[src/logic/snf_pkg.sv]
// shared constants and types for the serial flash pin front end
`default_nettype none
package snf_pkg;
	localparam int BYTE_W = 8;
	localparam int COL_W = 12;
	localparam int ROW_W = 16;
	localparam int PAGE_W = 6;
	localparam int PIN_W = 4;
	localparam int PIN_GUARD = 2;
	localparam int PIN_PAUSE = 3;
	localparam logic [COL_W-1:0] COL_LAST_ECC_OFF = 12'h87f;
	localparam logic [COL_W-1:0] COL_LAST_ECC_ON = 12'h83f;
	localparam logic [3:0] STEP_1 = 4'h1;
	localparam logic [3:0] STEP_2 = 4'h2;
	localparam logic [3:0] STEP_4 = 4'h4;
	localparam logic [3:0] BYTE_CNT = 4'h8;
	localparam logic [3:0] CNT_ZERO = 4'h0;
	localparam logic [PIN_W-1:0] OE_NONE = 4'h0;
	localparam logic [PIN_W-1:0] OE_SINGLE = 4'h2;
	localparam logic [PIN_W-1:0] OE_DUAL = 4'h3;
	localparam logic [PIN_W-1:0] OE_QUAD = 4'hf;
	localparam logic [5:0] SYNC_RST = 6'h3f;
	typedef enum logic [3:0] {
		W_SINGLE = 4'b0001,
		W_DUAL = 4'b0010,
		W_QUAD = 4'b0100,
		W_DTR = 4'b1000
	} snf_width_e;
	typedef enum logic [3:0] {
		ST_IDLE = 4'b0001,
		ST_ACTIVE = 4'b0010,
		ST_PAUSED = 4'b0100,
		ST_LOCKED = 4'b1000
	} snf_state_e;
endpackage : snf_pkg
`default_nettype wire

[src/logic/snf_byte_if.sv]
// byte stream carrier between the pin front end and its buffer
`timescale 1ns/1ps
`default_nettype none
interface snf_byte_if;
	logic valid;
	logic ready;
	logic [7:0] data;
	modport src (output valid, output data, input ready);
	modport snk (input valid, input data, output ready);
endinterface : snf_byte_if
`default_nettype wire

[src/logic/snf_pair_buf.sv]
// two-entry buffer for received bytes, head entry drives the output
`timescale 1ns/1ps
`default_nettype none
module snf_pair_buf (
	input wire logic i_clk_sys,
	input wire logic i_rst,
	snf_byte_if.snk i_fill,
	snf_byte_if.src o_drain
);
	logic [7:0] head_r, head_nxt, tail_r, tail_nxt;
	logic head_v_r, head_v_nxt, tail_v_r, tail_v_nxt;
	logic push, pop;

	assign i_fill.ready = ~tail_v_r;
	assign o_drain.valid = head_v_r;
	assign o_drain.data = head_r;

	always_comb begin
		push = i_fill.valid & ~tail_v_r;
		pop = head_v_r & o_drain.ready;
		head_nxt = head_r;
		tail_nxt = tail_r;
		head_v_nxt = head_v_r;
		tail_v_nxt = tail_v_r;
		if (pop) begin
			if (tail_v_r) begin
				head_nxt = tail_r;
				tail_v_nxt = 1'b0;
			end else begin
				head_v_nxt = 1'b0;
			end
		end
		if (push) begin
			if (!head_v_nxt) begin
				head_nxt = i_fill.data;
				head_v_nxt = 1'b1;
			end else begin
				tail_nxt = i_fill.data;
				tail_v_nxt = 1'b1;
			end
		end
	end

	always_ff @(posedge i_clk_sys) begin
		if (i_rst) begin
			head_r <= 8'h00;
			tail_r <= 8'h00;
			head_v_r <= 1'b0;
			tail_v_r <= 1'b0;
		end else begin
			head_r <= head_nxt;
			tail_r <= tail_nxt;
			head_v_r <= head_v_nxt;
			tail_v_r <= tail_v_nxt;
		end
	end
endmodule : snf_pair_buf
`default_nettype wire

[src/logic/snf_front_end.sv]
// serial flash pin front end: lane widths, pause, write guard, read strobe
// Functional notes
// [RL1] accept clock modes 0 and 3 only
// [RL2] sample on rising, launch on falling edge
// [RL3] host keeps clock idle while deselected
// [RL4] deselected with idle clock means idle
// [RL5] dual commands use lanes 0 and 1
// [RL6] quad commands also take guard, pause pins
// [RL7] double rate quad moves data both edges
// [RL8] double rate read needs quad enable set
// [RL9] pause works only with quad enable clear
// [RL10] pause halts only the serial link
// [RL11] pause starts at pause low, clock low
// [RL12] pause ends at pause high, clock low
// [RL13] paused: output floats, input and clock ignored
// [RL14] deselect in pause resets; release first
// [RL15] guard low blocks protection bit writes
// [RL16] guard applies only with quad enable clear
// [RL17] strobe low on accept, toggles when valid
// [RL18] strobe toggles at clock rate, both edges
// [RL19] column 12 bits, bound 2175 or 2111
// [RL20] row low six page, upper ten block
// [RL21] ecc on: first 64 spare programmable
// [RL22] ecc off: whole spare area programmable
// [RL23] ecc on by default, off widens page
// [RL24] host keeps column within valid bound
`timescale 1ns/1ps
`default_nettype none
module snf_front_end (
	input wire logic i_clk_sys,
	input wire logic i_rst,
	input wire logic i_cs_n,
	input wire logic i_sclk,
	input wire logic [3:0] i_data_io,
	output logic [3:0] o_data_io,
	output logic [3:0] o_data_io_oe,
	output logic o_read_strobe,
	output logic o_read_strobe_oe,
	input wire logic i_quad_io_enable,
	input wire logic i_ecc_enable,
	input wire logic i_protect_bits_write_disable,
	input wire snf_pkg::snf_width_e i_bus_width,
	input wire logic i_drive_out,
	input wire logic i_strobe_cmd,
	input wire logic i_strobe_data_valid,
	input wire logic [7:0] i_tx_data,
	output logic o_tx_take,
	output logic o_rx_valid,
	output logic [7:0] o_rx_data,
	input wire logic i_rx_ready,
	output logic o_rx_overrun,
	output logic o_paused,
	output logic o_if_reset,
	output logic o_mode3,
	output logic o_protect_write_ok,
	input wire logic [11:0] i_column_address,
	input wire logic [15:0] i_row_address,
	output logic [5:0] o_page_index,
	output logic [9:0] o_block_index,
	output logic o_column_readable,
	output logic o_column_programmable
);
	snf_byte_if rx_in ();
	snf_byte_if rx_out ();

	logic [5:0] s1_r, s2_r;
	logic sclk_prev_r;
	logic cs_n_s, sclk_s, pause_s, guard_s;
	logic [3:0] dio_s;

	snf_pkg::snf_state_e st_r, st_nxt;
	snf_pkg::snf_width_e eff_w;
	logic rise, fall, is_dtr, samp, launch, is_last;
	logic [3:0] step, rx_sum, tx_sum;
	logic [7:0] rx_shift, tx_src, tx_rest;
	logic [3:0] tx_bits, oe_pat;
	logic [7:0] rx_sh_r, rx_sh_nxt, rx_byte_r, rx_byte_nxt;
	logic [7:0] tx_sh_r, tx_sh_nxt;
	logic [3:0] rx_cnt_r, rx_cnt_nxt, tx_cnt_r, tx_cnt_nxt;
	logic push_r, push_nxt, take_r, take_nxt;
	logic [3:0] io_r, io_nxt, oe_r, oe_nxt;
	logic strobe_r, strobe_nxt, strobe_oe_r, strobe_oe_nxt;
	logic overrun_r, overrun_nxt, paused_r, paused_nxt;
	logic if_reset_r, if_reset_nxt, mode3_r, mode3_nxt;
	logic prot_ok_r, prot_ok_nxt, col_rd_r, col_rd_nxt;
	logic col_pg_r, col_pg_nxt;
	logic [5:0] page_r, page_nxt;
	logic [9:0] block_r, block_nxt;

	snf_pair_buf u_buf (
		.i_clk_sys(i_clk_sys),
		.i_rst(i_rst),
		.i_fill(rx_in.snk),
		.o_drain(rx_out.src)
	);

	assign rx_in.valid = push_r;
	assign rx_in.data = rx_byte_r;
	assign rx_out.ready = i_rx_ready;
	assign o_rx_valid = rx_out.valid;
	assign o_rx_data = rx_out.data;

	// pins are asynchronous to i_clk_sys; only s2_r is ever looked at
	assign cs_n_s = s2_r[5];
	assign sclk_s = s2_r[4];
	assign dio_s = s2_r[3:0];
	assign pause_s = dio_s[snf_pkg::PIN_PAUSE];
	assign guard_s = dio_s[snf_pkg::PIN_GUARD];

	always_ff @(posedge i_clk_sys) begin
		if (i_rst) begin
			s1_r <= snf_pkg::SYNC_RST;
			s2_r <= snf_pkg::SYNC_RST;
			// matches the synchroniser reset so no false edge follows reset
			sclk_prev_r <= 1'b1;
		end else begin
			s1_r <= {i_cs_n, i_sclk, i_data_io};
			s2_r <= s1_r;
			sclk_prev_r <= sclk_s;
		end
	end

	always_comb begin
		eff_w = i_bus_width;
		if (i_bus_width == snf_pkg::W_DTR && !i_quad_io_enable) begin
			eff_w = snf_pkg::W_QUAD; // see [RL8]
		end
		is_dtr = (eff_w == snf_pkg::W_DTR);
		rise = sclk_s & ~sclk_prev_r;
		fall = ~sclk_s & sclk_prev_r;
		tx_src = (tx_cnt_r == snf_pkg::CNT_ZERO) ? i_tx_data : tx_sh_r;
		case (eff_w)
			snf_pkg::W_SINGLE: begin
				step = snf_pkg::STEP_1;
				rx_shift = {rx_sh_r[6:0], dio_s[0]};
				tx_bits = {2'h0, tx_src[7], 1'b0};
				tx_rest = {tx_src[6:0], 1'b0};
				oe_pat = snf_pkg::OE_SINGLE;
			end
			snf_pkg::W_DUAL: begin
				step = snf_pkg::STEP_2; // see [RL5]
				rx_shift = {rx_sh_r[5:0], dio_s[1:0]};
				tx_bits = {2'h0, tx_src[7:6]};
				tx_rest = {tx_src[5:0], 2'h0};
				oe_pat = snf_pkg::OE_DUAL;
			end
			default: begin
				step = snf_pkg::STEP_4; // see [RL6]
				rx_shift = {rx_sh_r[3:0], dio_s};
				tx_bits = tx_src[7:4];
				tx_rest = {tx_src[3:0], 4'h0};
				oe_pat = snf_pkg::OE_QUAD;
			end
		endcase
		rx_sum = rx_cnt_r + step;
		tx_sum = tx_cnt_r + step;
		st_nxt = st_r;
		mode3_nxt = mode3_r;
		if_reset_nxt = 1'b0;
		case (st_r)
			snf_pkg::ST_IDLE: begin
				// idle clock level at select picks mode 0 or 3
				if (!cs_n_s) begin
					st_nxt = snf_pkg::ST_ACTIVE;
					mode3_nxt = sclk_s; // see [RL1]
				end
			end
			snf_pkg::ST_ACTIVE: begin
				if (cs_n_s) begin
					st_nxt = snf_pkg::ST_IDLE; // see [RL4]
				end else if (!i_quad_io_enable && !pause_s && !sclk_s) begin
					st_nxt = snf_pkg::ST_PAUSED; // see [RL9] see [RL11]
				end
			end
			snf_pkg::ST_PAUSED: begin
				if (cs_n_s) begin
					st_nxt = snf_pkg::ST_LOCKED; // see [RL14]
					if_reset_nxt = 1'b1;
				end else if (i_quad_io_enable || (pause_s && !sclk_s)) begin
					st_nxt = snf_pkg::ST_ACTIVE; // see [RL12]
				end
			end
			snf_pkg::ST_LOCKED: begin
				// a new select is only honoured once pause is released
				if (cs_n_s && (pause_s || i_quad_io_enable)) begin
					st_nxt = snf_pkg::ST_IDLE; // see [RL14]
				end
			end
			default: begin
				st_nxt = snf_pkg::ST_IDLE;
			end
		endcase
		// edges only count while staying active, so a pause ignores the clock
		is_last = (st_r == snf_pkg::ST_ACTIVE) && (st_nxt == snf_pkg::ST_ACTIVE);
		samp = is_last && !i_drive_out && (rise || (is_dtr && fall)); // see [RL2] see [RL7]
		launch = is_last && i_drive_out && (fall || (is_dtr && rise)); // see [RL2] see [RL7]
		rx_sh_nxt = rx_sh_r;
		rx_cnt_nxt = rx_cnt_r;
		rx_byte_nxt = rx_byte_r;
		push_nxt = 1'b0;
		tx_sh_nxt = tx_sh_r;
		tx_cnt_nxt = tx_cnt_r;
		take_nxt = 1'b0;
		io_nxt = io_r;
		if (samp) begin
			rx_sh_nxt = rx_shift;
			if (rx_sum == snf_pkg::BYTE_CNT) begin
				rx_cnt_nxt = snf_pkg::CNT_ZERO;
				rx_byte_nxt = rx_shift;
				push_nxt = 1'b1;
			end else begin
				rx_cnt_nxt = rx_sum;
			end
		end
		if (launch) begin
			take_nxt = (tx_cnt_r == snf_pkg::CNT_ZERO);
			io_nxt = tx_bits;
			tx_sh_nxt = tx_rest;
			tx_cnt_nxt = (tx_sum == snf_pkg::BYTE_CNT) ? snf_pkg::CNT_ZERO : tx_sum;
		end
		// a pause keeps partial bytes; only deselect clears them
		if (st_nxt == snf_pkg::ST_IDLE || st_nxt == snf_pkg::ST_LOCKED) begin
			rx_cnt_nxt = snf_pkg::CNT_ZERO; // see [RL10]
			tx_cnt_nxt = snf_pkg::CNT_ZERO;
		end
		oe_nxt = snf_pkg::OE_NONE;
		if (st_nxt == snf_pkg::ST_ACTIVE && i_drive_out) begin
			oe_nxt = oe_pat; // see [RL13]
		end
		paused_nxt = (st_nxt == snf_pkg::ST_PAUSED);
		overrun_nxt = overrun_r;
		if (st_r == snf_pkg::ST_IDLE && !cs_n_s) begin
			overrun_nxt = 1'b0;
		end
		// the host cannot be stalled, so a full buffer is only reported
		if (push_r && !rx_in.ready) begin
			overrun_nxt = 1'b1;
		end
		strobe_oe_nxt = (st_r == snf_pkg::ST_ACTIVE) && i_strobe_cmd; // see [RL17]
		strobe_nxt = strobe_oe_nxt && i_strobe_data_valid && sclk_s; // see [RL18]
		prot_ok_nxt = !(i_protect_bits_write_disable && !i_quad_io_enable
			&& !guard_s); // see [RL15] see [RL16]
		col_rd_nxt = (i_column_address <= snf_pkg::COL_LAST_ECC_OFF); // see [RL19]
		// spare bytes past the first 64 are read-only with ecc on
		col_pg_nxt = i_ecc_enable
			? (i_column_address <= snf_pkg::COL_LAST_ECC_ON) // see [RL21] see [RL23]
			: (i_column_address <= snf_pkg::COL_LAST_ECC_OFF); // see [RL22]
		page_nxt = i_row_address[snf_pkg::PAGE_W-1:0]; // see [RL20]
		block_nxt = i_row_address[snf_pkg::ROW_W-1:snf_pkg::PAGE_W];
	end

	always_ff @(posedge i_clk_sys) begin
		if (i_rst) begin
			st_r <= snf_pkg::ST_IDLE;
			mode3_r <= 1'b0;
			if_reset_r <= 1'b0;
			rx_sh_r <= 8'h00;
			rx_cnt_r <= snf_pkg::CNT_ZERO;
			rx_byte_r <= 8'h00;
			push_r <= 1'b0;
			tx_sh_r <= 8'h00;
			tx_cnt_r <= snf_pkg::CNT_ZERO;
			take_r <= 1'b0;
			io_r <= 4'h0;
			oe_r <= snf_pkg::OE_NONE;
			paused_r <= 1'b0;
			overrun_r <= 1'b0;
			strobe_r <= 1'b0;
			strobe_oe_r <= 1'b0;
			prot_ok_r <= 1'b1;
			col_rd_r <= 1'b0;
			col_pg_r <= 1'b0;
			page_r <= 6'h00;
			block_r <= 10'h000;
		end else begin
			st_r <= st_nxt;
			mode3_r <= mode3_nxt;
			if_reset_r <= if_reset_nxt;
			rx_sh_r <= rx_sh_nxt;
			rx_cnt_r <= rx_cnt_nxt;
			rx_byte_r <= rx_byte_nxt;
			push_r <= push_nxt;
			tx_sh_r <= tx_sh_nxt;
			tx_cnt_r <= tx_cnt_nxt;
			take_r <= take_nxt;
			io_r <= io_nxt;
			oe_r <= oe_nxt;
			paused_r <= paused_nxt;
			overrun_r <= overrun_nxt;
			strobe_r <= strobe_nxt;
			strobe_oe_r <= strobe_oe_nxt;
			prot_ok_r <= prot_ok_nxt;
			col_rd_r <= col_rd_nxt;
			col_pg_r <= col_pg_nxt;
			page_r <= page_nxt;
			block_r <= block_nxt;
		end
	end

	assign o_data_io = io_r;
	assign o_data_io_oe = oe_r;
	assign o_read_strobe = strobe_r;
	assign o_read_strobe_oe = strobe_oe_r;
	assign o_tx_take = take_r;
	assign o_rx_overrun = overrun_r;
	assign o_paused = paused_r;
	assign o_if_reset = if_reset_r;
	assign o_mode3 = mode3_r;
	assign o_protect_write_ok = prot_ok_r;
	assign o_page_index = page_r;
	assign o_block_index = block_r;
	assign o_column_readable = col_rd_r;
	assign o_column_programmable = col_pg_r;

	deselect_idle_a: assert property (@(posedge i_clk_sys) disable iff (i_rst) // see [RL4]
		(st_r == snf_pkg::ST_ACTIVE && cs_n_s) |=> st_r == snf_pkg::ST_IDLE)
		else $error("active link did not go idle on deselect");
	pause_gate_a: assert property (@(posedge i_clk_sys) disable iff (i_rst) // see [RL9]
		(st_r == snf_pkg::ST_ACTIVE && i_quad_io_enable) |=> st_r != snf_pkg::ST_PAUSED)
		else $error("pause entered with quad enable set");
	pause_start_a: assert property (@(posedge i_clk_sys) disable iff (i_rst) // see [RL11]
		(st_r == snf_pkg::ST_ACTIVE && !cs_n_s && !i_quad_io_enable && !pause_s
		&& !sclk_s) |=> (st_r == snf_pkg::ST_PAUSED && o_paused))
		else $error("pause did not start with clock low");
	pause_defer_a: assert property (@(posedge i_clk_sys) disable iff (i_rst) // see [RL12]
		(st_r == snf_pkg::ST_PAUSED && !cs_n_s && !i_quad_io_enable && sclk_s)
		|=> st_r == snf_pkg::ST_PAUSED)
		else $error("pause ended while clock high");
	pause_float_a: assert property (@(posedge i_clk_sys) disable iff (i_rst) // see [RL13]
		o_paused |-> (o_data_io_oe == snf_pkg::OE_NONE && !o_tx_take))
		else $error("data pins driven during pause");
	pause_reset_a: assert property (@(posedge i_clk_sys) disable iff (i_rst) // see [RL14]
		(st_r == snf_pkg::ST_PAUSED && cs_n_s) |=> (o_if_reset && st_r == snf_pkg::ST_LOCKED)
		##1 !o_if_reset)
		else $error("deselect in pause did not reset interface");
	guard_block_a: assert property (@(posedge i_clk_sys) disable iff (i_rst) // see [RL15]
		(i_protect_bits_write_disable && !i_quad_io_enable && !guard_s)
		|=> !o_protect_write_ok)
		else $error("protection write allowed with guard low");
	strobe_low_a: assert property (@(posedge i_clk_sys) disable iff (i_rst) // see [RL17]
		(st_r == snf_pkg::ST_ACTIVE && i_strobe_cmd && !i_strobe_data_valid)
		|=> (o_read_strobe_oe && !o_read_strobe))
		else $error("strobe not held low before data valid");
	spare_prog_a: assert property (@(posedge i_clk_sys) disable iff (i_rst) // see [RL21]
		(i_ecc_enable && i_column_address > snf_pkg::COL_LAST_ECC_ON)
		|=> !o_column_programmable)
		else $error("upper spare bytes programmable with ecc on");
	row_map_a: assert property (@(posedge i_clk_sys) disable iff (i_rst) // see [RL20]
		1'b1 |=> (o_page_index == $past(i_row_address[5:0])
		&& o_block_index == $past(i_row_address[15:6])))
		else $error("row address split wrong");
endmodule : snf_front_end
`default_nettype wire

[config.mk]
export PLATFORM = sky130hd
export DESIGN_NAME = snf_front_end
export DESIGN_NICKNAME = d
export VERILOG_FILES = /design/src/logic/snf_pkg.sv /design/src/logic/snf_byte_if.sv /design/src/logic/snf_pair_buf.sv /design/src/logic/snf_front_end.sv
export SDC_FILE = /design/constraint.sdc
export NUM_CORES = 1
export LEC_CHECK = 0
export BUFFER_PORTS_ARGS = -buffer_cell sky130_fd_sc_hd__buf_2
export CORE_MARGIN = 3
export CORE_UTILIZATION = 40
export DETAILED_ROUTE_END_ITERATION = 12
export PLACE_DENSITY = 0.65
export SLEW_MARGIN = 10
export SYNTH_ARGS = -nofsm -noshare
export SYNTH_HDL_FRONTEND = slang
export SYNTH_SLANG_ARGS = --single-unit
[constraint.sdc]
create_clock -name i_clk_sys -period 2.58 [get_ports i_clk_sys]
set_input_delay 0 -clock i_clk_sys [delete_from_list [all_inputs] [get_ports i_clk_sys]]
set_output_delay 0 -clock i_clk_sys [all_outputs]
set_load 0.05 [all_outputs]
# Yosys cells after proc, flatten, opt, wreduce, memory -nomap -nowiden
# Cells that the tools add are included.
# word_totals
register_bits,101
output_inout_bits,43
wordCells,131
# op_classes
add_sub_neg,2
muxes,31
n_lt_le_gt_ge,2
n_reduce_logical,42
bitwise_logic,12
n_eq_ne,14
# ops
operator,n
2-to-1 mux 8 bit,5
2-to-1 mux 4 bit,9
case mux 8 bit (2 select lines),2
equality test 4 bit (second input constant),6
<= comparator 12 bit (second input constant),2
logical AND 1 bit,20
case mux 4 bit (2 select lines),2
case mux 4 bit (4 select lines),1
equality test 4 x 1 -> 1 bit (second input constant),3
equality test 4 x 2 -> 1 bit (second input constant),3
2-to-1 mux 1 bit,11
OR reduction 2 bit,5
adder 4 bit,2
equality test 4 x 3 -> 1 bit (second input constant),2
NOT 1 bit,8
logical NOT 1 bit,7
case mux 3 bit (2 select lines),1
AND reduction 2 bit,3
logical OR 1 bit,5
bitwise AND 1 bit,4
logical NOT 4 bit,1
nonzero test 2 bit,1

# Longest topological paths before layout
# Gate-level depths: netlist of run 1.
# depth
word_depth,12
mapped_depth,11
depth_no_buf,10

# By module
# A second synthesis of run 1 with hierarchy kept.
# hier_totals
hier_cells,428
area_unflattened_um2,4227.8
# modules_own_cells
module,n_inst,area_per_inst_um2,cells_each
snf_front_end,1,3419.5,343
snf_pair_buf,1,808.3,85

# Least setup slack after synthesis of run 1
# Ideal clock, no wire load.
# synth_timing
path_kind,input to register
startpoint,in i_bus_width[0]
endpoint,reg rx_byte_r[4]
arrival_ps,2351
path_stages,11
t_required_ps,2494
path_buffers,1
path_slack_ps,144
setup_time_ps,86
cell_sequence,nor2b_1 nand2_1 clkinv_1 ha_1 fa_1 xnor2_1 o211ai_1 nor4b_4 buf_2 nor2_1 a211oi_1
# synth_via
elab_chain_len,8
# synth_lines
element,line_no,source
"start, declared",snf_front_end.sv:42,"input wire snf_pkg::snf_width_e i_bus_width,"
equality test 4 bit,snf_front_end.sv:125,if (i_bus_width == snf_pkg::W_DTR && !i_quad_io_enable) begin
logical AND 1 bit,snf_front_end.sv:125,
2-to-1 mux 4 bit (*),snf_front_end.sv:125,
equality test 4 x 2 -> 1 bit (tied with other cells),snf_front_end.sv:132,case (eff_w)
case mux 3 bit (2 select lines) or logical AND 1 bit (tied branches),"snf_front_end.sv:132, snf_front_end.sv:195",
adder 4 bit or logical OR 1 bit (tied branches),"snf_front_end.sv:155, snf_front_end.sv:195",
equality test 4 bit or logical AND 1 bit (tied branches),"snf_front_end.sv:207, snf_front_end.sv:195",
AND reduction 2 bit (no line),-,
"end signal, assigned",snf_front_end.sv:281,rx_byte_r <= rx_byte_nxt;
"end, declared",snf_front_end.sv:77,"logic [7:0] rx_sh_r, rx_sh_nxt, rx_byte_r, rx_byte_nxt;"
# Every way passes the cells marked *; elsewhere a longest branch is shown, timed or not.
# A chain may end at the register's enable or synchronous reset.

# Worst setup path in the final report of run 1
# layout_timing
startpoint,reg s2_r[4]
endpoint,"reg io_r[3], in the netlist o_data_io[3]"
# layout_via
elab_chain_len,10
# layout_lines
element,line_no,source
"start, declared",snf_front_end.sv:66,"logic [5:0] s1_r, s2_r;"
"start signal, assigned",snf_front_end.sv:113,s2_r <= snf_pkg::SYNC_RST;
"start signal, assigned",snf_front_end.sv:118,s2_r <= s1_r;
logical NOT 1 bit,"snf_front_end.sv:171, snf_front_end.sv:179",
logical AND 1 bit,snf_front_end.sv:179,end else if (i_quad_io_enable || (pause_s && !sclk_s)) begin
logical OR 1 bit,snf_front_end.sv:179,
2-to-1 mux 4 bit,snf_front_end.sv:179,
2-to-1 mux 4 bit,snf_front_end.sv:176,if (cs_n_s) begin
case mux 4 bit (4 select lines),snf_front_end.sv:160,case (st_r)
equality test 4 x 2 -> 1 bit,snf_front_end.sv:194,is_last = (st_r == snf_pkg::ST_ACTIVE) && (st_nxt == snf_pkg::ST_ACTIVE);
logical AND 1 bit,snf_front_end.sv:194,
logical AND 1 bit,snf_front_end.sv:196,launch = is_last && i_drive_out && (fall || (is_dtr && rise));
logical AND 1 bit (*),snf_front_end.sv:196,
"end signal, assigned",snf_front_end.sv:286,io_r <= io_nxt;
"end, declared",snf_front_end.sv:81,"logic [3:0] io_r, io_nxt, oe_r, oe_nxt;"
# Marks and branches as above.

==> flow_summary.toml, run 1 <==
[drt]
drt_pass1_iterations = 7
drc_errors = 0
via_per_inst = 5.00
drt_iter0_markers = 176
ant_nets = 0
vias = 3413
routed_wl_microns = 9120
drt-wirelength-per-cell_microns = 13.3

[flow_run]
maxCapViolations = 0

[finish]
antenna_cells = 0
finalNetCount = 612
syn_to_final_growth_pct = 30.5
drive_gt1_share_pct = 26.4
fin_cells = 683
final_area_sq_um = 5140

[synthesis]
ys_ff_latch = 99
synth_cells = 418
synth-compound-area-share_pct = 12.7
synth_top_family_by_area = "simple AND/OR/NAND/NOR gates"
synth_xor_area_share_pct = 0.890
syn-cell-area_sq_um = 3940
synth-edff-count = 0
ys_async_sr_fraction_pct = 0
yosysTopAreaCell = "dfxtp_1"
syn_area_per_cell_sq_um = 9.42
synth_nets = 481
ys.warnings.count = 0
synth_mux_area_share_pct = 7.12
synthAdderAreaFrac_pct = 2.92
netlist.area_leader.share_pct = 50.3
netlist-cell-type-count = 50
ys_seq_area_share_pct = 50.3
synth-simple-area-share_pct = 22.2
synth_ff_type = "dfxtp_1"
synth_area_leaders = "dfxtp_1 50%, mux2i_1 7.1%, nor2_1 7.1%"

[clocking]
clk_latency_ns = 0.36
clk_path_buf_depth = 2
cts.sinks = 99
clk_pin_slew_ns = 0.10
clock-root-buffer = "clkbuf_8"
cts_tree = "done"
ctsResizeCount = 0
numCtsBuffers = 9
post_cts_buffers = 0
htree_num_levels = 3
holdBufCountCts = 33

[sta]
fmax_mhz = 435
worstMarginPinSlew_ns = 1.09
setup_violations = 0
hold_ws_ns = 0.0396
post-route-period-util_pct = 89.0
slew_headroom_pct = 27.3
grt_setup_unrepaired = "no"
drv_slew = 0
finalHoldViolCount = 0
final.setup.tns_ns = 0
finClkSkew_ns = 0.0111
period_minus_slack_ns = 2.30

[setup_path]
ff2ff_path_depth = 5
rr_endpoint = "o_data_io[3]"
path_class = "register to register"
endpoint_kind = "register"
reg2reg_slack_ns = 0.28
critPathRequiredTime_ns = 2.88
r2r_start = "s2_r[4]"
cp_max_fo = 12
arrival_ns = 2.59
startpoint_type = "register"

[grt]
grt.overflow.total = 0
antenna_found_initial = 0
grt_max_degree = 44
grt_pass1_vias = 3370
grt_use_total_pct = 16.9
grt_pass1_wl_microns = 15400

[hold_path]
holdCritPathClass = "primary input to register"
hold_path_depth = 2
worstHoldStart = "i_rst"
holdPathEnd = "o_block_index[9]"

[placement]
port_buffers = 91
placed_area_sq_um = 4590
gp_congestion = 0.808
dpl.hpwl_microns = 6390
dp_cells = 634

[floorplan]
dieWidth_microns = 105
core_sq_um = 9420
ios = 98
num_rows = 35
die_y_microns = 105
initial_utilization_pct = 41.8
die-area_sq_um = 11100

[power_and_ir_drop]
seqPwrFrac_pct = 54.2
p_leak_nw = 2.23
p_sw_share_pct = 25.2
vdd_drop_max_uv = 372
p_sw_mw = 0.728
power.total_mw = 2.89
p_int_mw = 2.16
pwr-share-comb_pct = 8.8
pwr-share-clk_pct = 37.0
power.density_nw_per_um2 = 562

[outcome]
outcome = "finished, final reports clean"
## cell usage in the layout (no fill, tap or decap), types with 10 or more instances in the layout
master / n
dfxtp_1: 99
buf_2: 91
nor2_1: 74
dlygate4sd3_1: 33
mux2i_1: 28
a21oi_1: 22
nor2b_1: 21
buf_4: 18
nand2_1: 17
a211oi_1: 17
nor3_1: 13
or2_2: 13
clkbuf_8: 10
## how the worst max path moves through the flow
stage                               from      endpoint  slack, ns
after floorplan           i_bus_width[0]  rx_byte_r[4]       0.14
after global placement    i_bus_width[0]  rx_byte_r[4]       0.32
after detailed placement  i_bus_width[0]  rx_byte_r[2]       0.26
after CTS                        st_r[0]   rx_cnt_r[0]       0.30
after global routing             st_r[0]    rx_sh_r[2]       0.05
final                            s2_r[4]  o_data_io[3]       0.28
## kinds of logic after synthesis
| group | Yosys count |
|---|---|
| XOR/XNOR | 4 |
| AO/OA/AOI/OAI | 75 |
| multiplexers | 28 |
| buffers and inverters | 33 |
| AND/OR/NAND/NOR | 171 |
| adder cells (fa/ha/maj) | 8 |
| flip-flops | 99 |
## layer usage
layer | part of all wire (%) | vias to the layer above | global-route usage, % | wire length, microns
met2 | 48 | 112 | 28.9 | 4410
met4 | 0.81 | 0 | 4.03 | 74
met5 | 0 | - | 0 | 0
met3 | 6.2 | 8 | 4.10 | 567
li1 | - | 1728 | - | -
met1 | 45 | 1565 | 21.6 | 4070
## power by group through the flow
| stage | clock network, mW | registers [mW] | logic (mW) |
|---|---|---|---|
| 3_5_place_dp | 0 | 1.60 | 0.218 |
| 6_report | 1.07 | 1.57 | 0.255 |
| 3_3_place_gp | 0 | 1.60 | 0.214 |
| 5_1_grt | 1.16 | 1.57 | 0.276 |
| 2_1_floorplan | 0 | 1.66 | 0.0796 |
| 4_1_cts | 1.10 | 1.56 | 0.255 |
## Yosys cell counts (6+ instances only)
cell	number
a222oi_1	6
o21ai_0	8
inv_1	8
clkbuf_1	12
nand2_1	17
nor2_1	74
ha_1	6
o22ai_1	6
or2_2	13
a21oi_1	22
nor4_1	6
nor3_1	13
a211oi_1	17
dfxtp_1	99
nor2b_1	21
mux2i_1	28
## worst max-delay path, stage by stage, from the launching register on
cell and delay (ns):
dfxtp_1 0.53, nor4bb_1 0.26, a21oi_1 0.14, or4_1 0.72, or3_1 0.43, a21oi_1 0.15
## sequential cells by signal (all words and copies together) (netlist names), 3 cells and up
name and count:
tx_cnt_r 4, o_data_io_oe 3, st_r 4, tx_sh_r 7, o_block_index 10, s2_r 6, u_buf.o_drain.data 8, o_page_index 6
o_data_io 4, rx_cnt_r 4, rx_sh_r 7, u_buf.tail_r 8, s1_r 6, rx_byte_r 8
## area by class of cell
class / count / area, sq um
Clock buffer: 10 / 138
Clock inverter: 6 / 76.3
Fill cell: 873 / 4280
Inverter: 11 / 41.3
Multi-Input combinational cell: 286 / 1820
Sequential cell: 99 / 1980
Tap cell: 129 / 161
Timing Repair Buffer: 142 / 921
## per-stage QoR
| step | utilization [%] | setup slack (ns) |
|---|---|---|
| floorplan | - | 0.144 |
| global placement | 48.8 | 0.317 |
| finish | 54.6 | 0.283 |
| detailed placement | 48.8 | 0.262 |
| global route | 54.6 | 0.0539 |
| CTS | 54.6 | 0.302 |
(Power assumes the default switching activity.)
==> run 2: changes to the inputs <==
- RECOVER_POWER: not set -> 25
==> flow_summary.toml, run 2 (synthesis results as in run 1) <==
[power_and_ir_drop]
pwr-share-clk_pct = 36.9
p_sw_mw = 0.727
p_int_mw = 2.16
p_leak_nw = 2.21
seqPwrFrac_pct = 54.3
p_sw_share_pct = 25.2
pwr-share-comb_pct = 8.8
vdd_drop_max_uv = 371
power.density_nw_per_um2 = 563

[clocking]
ctsResizeCount = 0
post_cts_buffers = 0
cts.sinks = 99
clk_path_buf_depth = 2
htree_num_levels = 3
holdBufCountCts = 33
clk_latency_ns = 0.36
clk_pin_slew_ns = 0.10
cts_tree = "done"
clock-root-buffer = "clkbuf_8"
numCtsBuffers = 9

[floorplan]
die_y_microns = 105
num_rows = 35
initial_utilization_pct = 41.8
dieWidth_microns = 105
ios = 98
die-area_sq_um = 11100
core_sq_um = 9420

[sta]
slew_headroom_pct = -15.7
setup_violations = 0
finClkSkew_ns = 0.00948
drv_slew = 44
worstMarginPinSlew_ns = 1.74
final.setup.worst_slack_ns = 0.271
post-route-period-util_pct = 89.5
hold_ws_ns = 0.0837
fmax_mhz = 433
final.setup.tns_ns = 0
period_minus_slack_ns = 2.31
finalHoldViolCount = 0
grt_setup_unrepaired = "no"

[grt]
grt_pass1_wl_microns = 15400
top_usage_layer = "met2"
use_met2_pct = 28.9
grt_max_degree = 44
grt_pass1_vias = 3370
antenna_found_initial = 0
grt_use_total_pct = 16.9
gr-usage-met3_pct = 4.10
use_met1_pct = 21.6
grt.overflow.total = 0

[setup_path]
endpoint_kind = "register"
path_class = "register to register"
startpoint_type = "register"
cp_max_fo = 12
arrival_ns = 2.60
critPathRequiredTime_ns = 2.87

[flow_run]
maxCapViolations = 1

[drt]
drc_errors = 0
drt_iter0_markers = 177
vias = 3376
drt-wirelength-per-cell_microns = 13.4
drt_pass1_iterations = 7
via_per_inst = 4.94
routed_wl_microns = 9130
ant_nets = 0

[finish]
layout_commonest_cell = "dfxtp_1"
antenna_cells = 0
fin_cells = 683
syn_to_final_growth_pct = 30.2
largest_reg_flops = 10
finalNetCount = 612
drive_gt1_share_pct = 25.1
most-common-layout-cells = "99 x dfxtp_1, 86 x buf_2, 74 x nor2_1, 33 x dlygate4sd3_1, 28 x mux2i_1"

[outcome]
outcome = "finished with violations"
violations = "capacitance limit, slew limit"

[placement]
dp_slack_ns = 0.262
dp_cells = 634
port_buffers = 91
dpl.hpwl_microns = 6390
gp_congestion = 0.808

[hold_path]
holdCritPathClass = "primary input to register"
[run 2: area by class of cell]
class / count / area [sq um]
clock inverters: 6 / 76.3
flip-flops and latches: 99 / 1980
fillers: 881 / 4290
well taps: 129 / 161
multi-input cells: 286 / 1820
inverters: 11 / 41.3
clock buffers: 10 / 138
repair buffers: 142 / 907
[run 2: path summary, 6_finish.rpt]
check                                   from           end  slack (ns)  depth (start not counted)
worst max-delay path                 s2_r[4]  o_data_io[3]        0.27                          5
worst min-delay path            i_tx_data[7]  o_data_io[1]        0.08                          5
worst max register to register       s2_r[4]  o_data_io[3]        0.27                          5
worst min register to register       s1_r[3]       s2_r[3]        0.42                          1
[run 2: per-stage QoR]
| stage | util [%] | power, mW | instance area (sq um) |
|---|---|---|---|
| after global placement | 48.8 | 1.81 | 4590 |
| after global routing | 54.4 | 3.01 | 5120 |
| after floorplan | - | 1.74 | 3940 |
| after detailed placement | 48.8 | 1.82 | 4590 |
| final | 54.4 | 2.88 | 5120 |
| after CTS | 54.6 | 2.92 | 5140 |
[run 2: critical path: stages (launching register included)]
cell	delay (ns)
dfxtp_1	0.54
nor4bb_1	0.26
a21oi_1	0.14
or4_1	0.72
or3_1	0.43
a21oi_1	0.15
[run 2: layer usage]
metal / vias to the layer above / share of wire (%)
met5: - / 0
met4: 0 / 0.66
met3: 6 / 5.4
met2: 86 / 49
met1: 1554 / 45
li1: 1730 / -
[run 2: power groups by stage]
stage	sequential, mW	clock, mW	combinational (mW)
5_1_grt	1.57	1.16	0.274
3_3_place_gp	1.60	0	0.214
4_1_cts	1.56	1.10	0.255
2_1_floorplan	1.66	0	0.0796
3_5_place_dp	1.60	0	0.218
6_report	1.57	1.07	0.253
==> run 3: changes to the inputs <==
- CELL_PAD_IN_SITES_DETAIL_PLACEMENT: not set -> 0
- CELL_PAD_IN_SITES_GLOBAL_PLACEMENT: not set -> 1
- CORE_UTILIZATION: 40 -> 36
- PLACE_DENSITY: 0.65 -> not set
- PLACE_DENSITY_LB_ADDON: not set -> 0.1
==> flow_summary.toml, run 3 (synthesis results as in run 1) <==
[drt]
drc_errors = 0
ant_nets = 0
route.top_layer_used = "met4"
drt_iter0_markers = 162
routed_wl_microns = 8980
vias = 3382
drt_pass1_iterations = 4
wl_met1_microns = 4260
via_per_inst = 4.88
dr_wl_met2_microns = 4170
wl_met3_microns = 425
drt-wirelength-per-cell_microns = 13.0

[hold_path]
holdCritPathClass = "primary input to register"
holdPathEnd = "st_r[2]"
worstHoldStart = "i_quad_io_enable"
hold_path_depth = 3

[sta]
post-route-period-util_pct = 88.8
grt_setup_unrepaired = "no"
fmax_mhz = 436
final.setup.worst_slack_ns = 0.289
final.setup.tns_ns = 0
finClkSkew_ns = 0.00684
worstMarginPinSlew_ns = 1.12
finalHoldViolCount = 0
period_minus_slack_ns = 2.29
setup_violations = 0
drv_slew = 0
slew_headroom_pct = 24.9

[clocking]
ctsResizeCount = 0
numCtsBuffers = 9
cts_tree = "done"
clk_pin_slew_ns = 0.10
clk_path_buf_depth = 2
cts.sinks = 99
clock-root-buffer = "clkbuf_8"
post_cts_buffers = 0
htree_num_levels = 3
clk_latency_ns = 0.36

[finish]
multi_input_area_sq_um = 1820
antenna_cells = 0
drive_gt1_share_pct = 23.7
finalNetCount = 615
largest_reg_flops = 10
fillers = 1039
seqCellArea_sq_um = 1980
most-common-layout-cells = "99 x dfxtp_1, 75 x buf_2, 74 x nor2_1, 33 x dlygate4sd3_1, 28 x mux2i_1"
layout_commonest_cell = "dfxtp_1"
syn_to_final_growth_pct = 30.2

[power_and_ir_drop]
vdd_drop_max_uv = 294
power.total_mw = 2.79
p_leak_nw = 2.17
power.density_nw_per_um2 = 544

[flow_run]
maxCapViolations = 0

[floorplan]
die_y_microns = 111
num_rows = 37
die-area_sq_um = 12200
dieWidth_microns = 111
ios = 98
initial_utilization_pct = 37.6
core_sq_um = 10500

[setup_path]
rr_endpoint = "rx_cnt_r[1]"
cp_slowest_cell = "nor2_1"
cp_max_fo = 17
arrival_ns = 2.55
path_class = "register to register"
endpoint_kind = "register"
ff2ff_path_depth = 6
cpMostUsedCell = "nor2_1"
startpoint_type = "register"
crit_family = "simple AND/OR/NAND/NOR gates"
cpPeakStageDelay_ns = 0.85
critPathRequiredTime_ns = 2.84
crit_chain = "nor3b_4 -> buf_4 -> nand2_1 -> nor2_1 -> mux2i_1 -> nor2_1"
reg2reg_slack_ns = 0.29
r2r_start = "st_r[1]"
cp_num_buf_inv = 1

[grt]
grt.overflow.total = 0
grt_max_degree = 47
grt_use_total_pct = 15.3
grt_pass1_vias = 3294
antenna_found_initial = 0
grt_pass1_wl_microns = 15700

[placement]
dpl.hpwl_microns = 6250
gp_congestion = 0.754
dp_slack_ns = 0.279
port_buffers = 91

[outcome]
outcome = "finished, final reports clean"
run 3: worst max-delay path by stage:
| stage | startpoint | to | slack (ns) | cells after the start |
|---|---|---|---|---|
| floorplan | i_bus_width[0] | rx_byte_r[4] | 0.14 | 11 |
| global placement | i_bus_width[0] | rx_byte_r[0] | 0.31 | 12 |
| detailed placement | i_bus_width[0] | rx_byte_r[0] | 0.28 | 12 |
| CTS | st_r[1] | rx_sh_r[5] | 0.27 | 6 |
| global route | st_r[1] | rx_sh_r[1] | 0.04 | 6 |
| finish | st_r[1] | rx_cnt_r[1] | 0.29 | 6 |
run 3: worst min-delay path: cells and delay by family:
kind | cells | cell delay, ns
buffers and inverters | 1 | 0.15
and+or+nand+nor | 2 | 0.24
run 3: layout make-up:
class | count | share of cell area [%]
sequential | 99 | 38.7
multi-input combinational | 286 | 35.5
timing repair buffer | 145 | 17.9
tap | 136 | 3.32
clock buffer | 11 | 2.95
clock inverter | 5 | 0.830
inverter | 11 | 0.805
run 3: what timing repair did:
item                                   in CTS  in global routing
endpoints found under the hold margin      32                  0
hold buffers                               33                  0
setup endpoints to repair                   0                  0
run 3: power by group:
group	internal [mW]	total [mW]	switching (mW)
Combinational	0.105	0.251	0.146
Sequential	1.55	1.57	0.0116
Clock	0.416	0.972	0.556
Total	2.08	2.79	0.713
run 3: stage by stage:
step	cell area [sq um]	cells	hold slack, ns	utilization, %
3_3_place_gp	4630	644	0.186	44.2
6_report	5130	693	0.0736	49.0
2_1_floorplan	3940	418	0.0919	-
4_1_cts	5150	693	0.0126	49.2
5_1_grt	5130	693	0.0885	49.0
3_5_place_dp	4630	644	0.184	44.2
run 3: per-layer routing:
metal | track usage (%) | vias to the layer above
met5 | 0 | -
met3 | 3.07 | 9
met1 | 20.3 | 1553
li1 | - | 1742
met4 | 5.67 | 0
met2 | 24.6 | 78
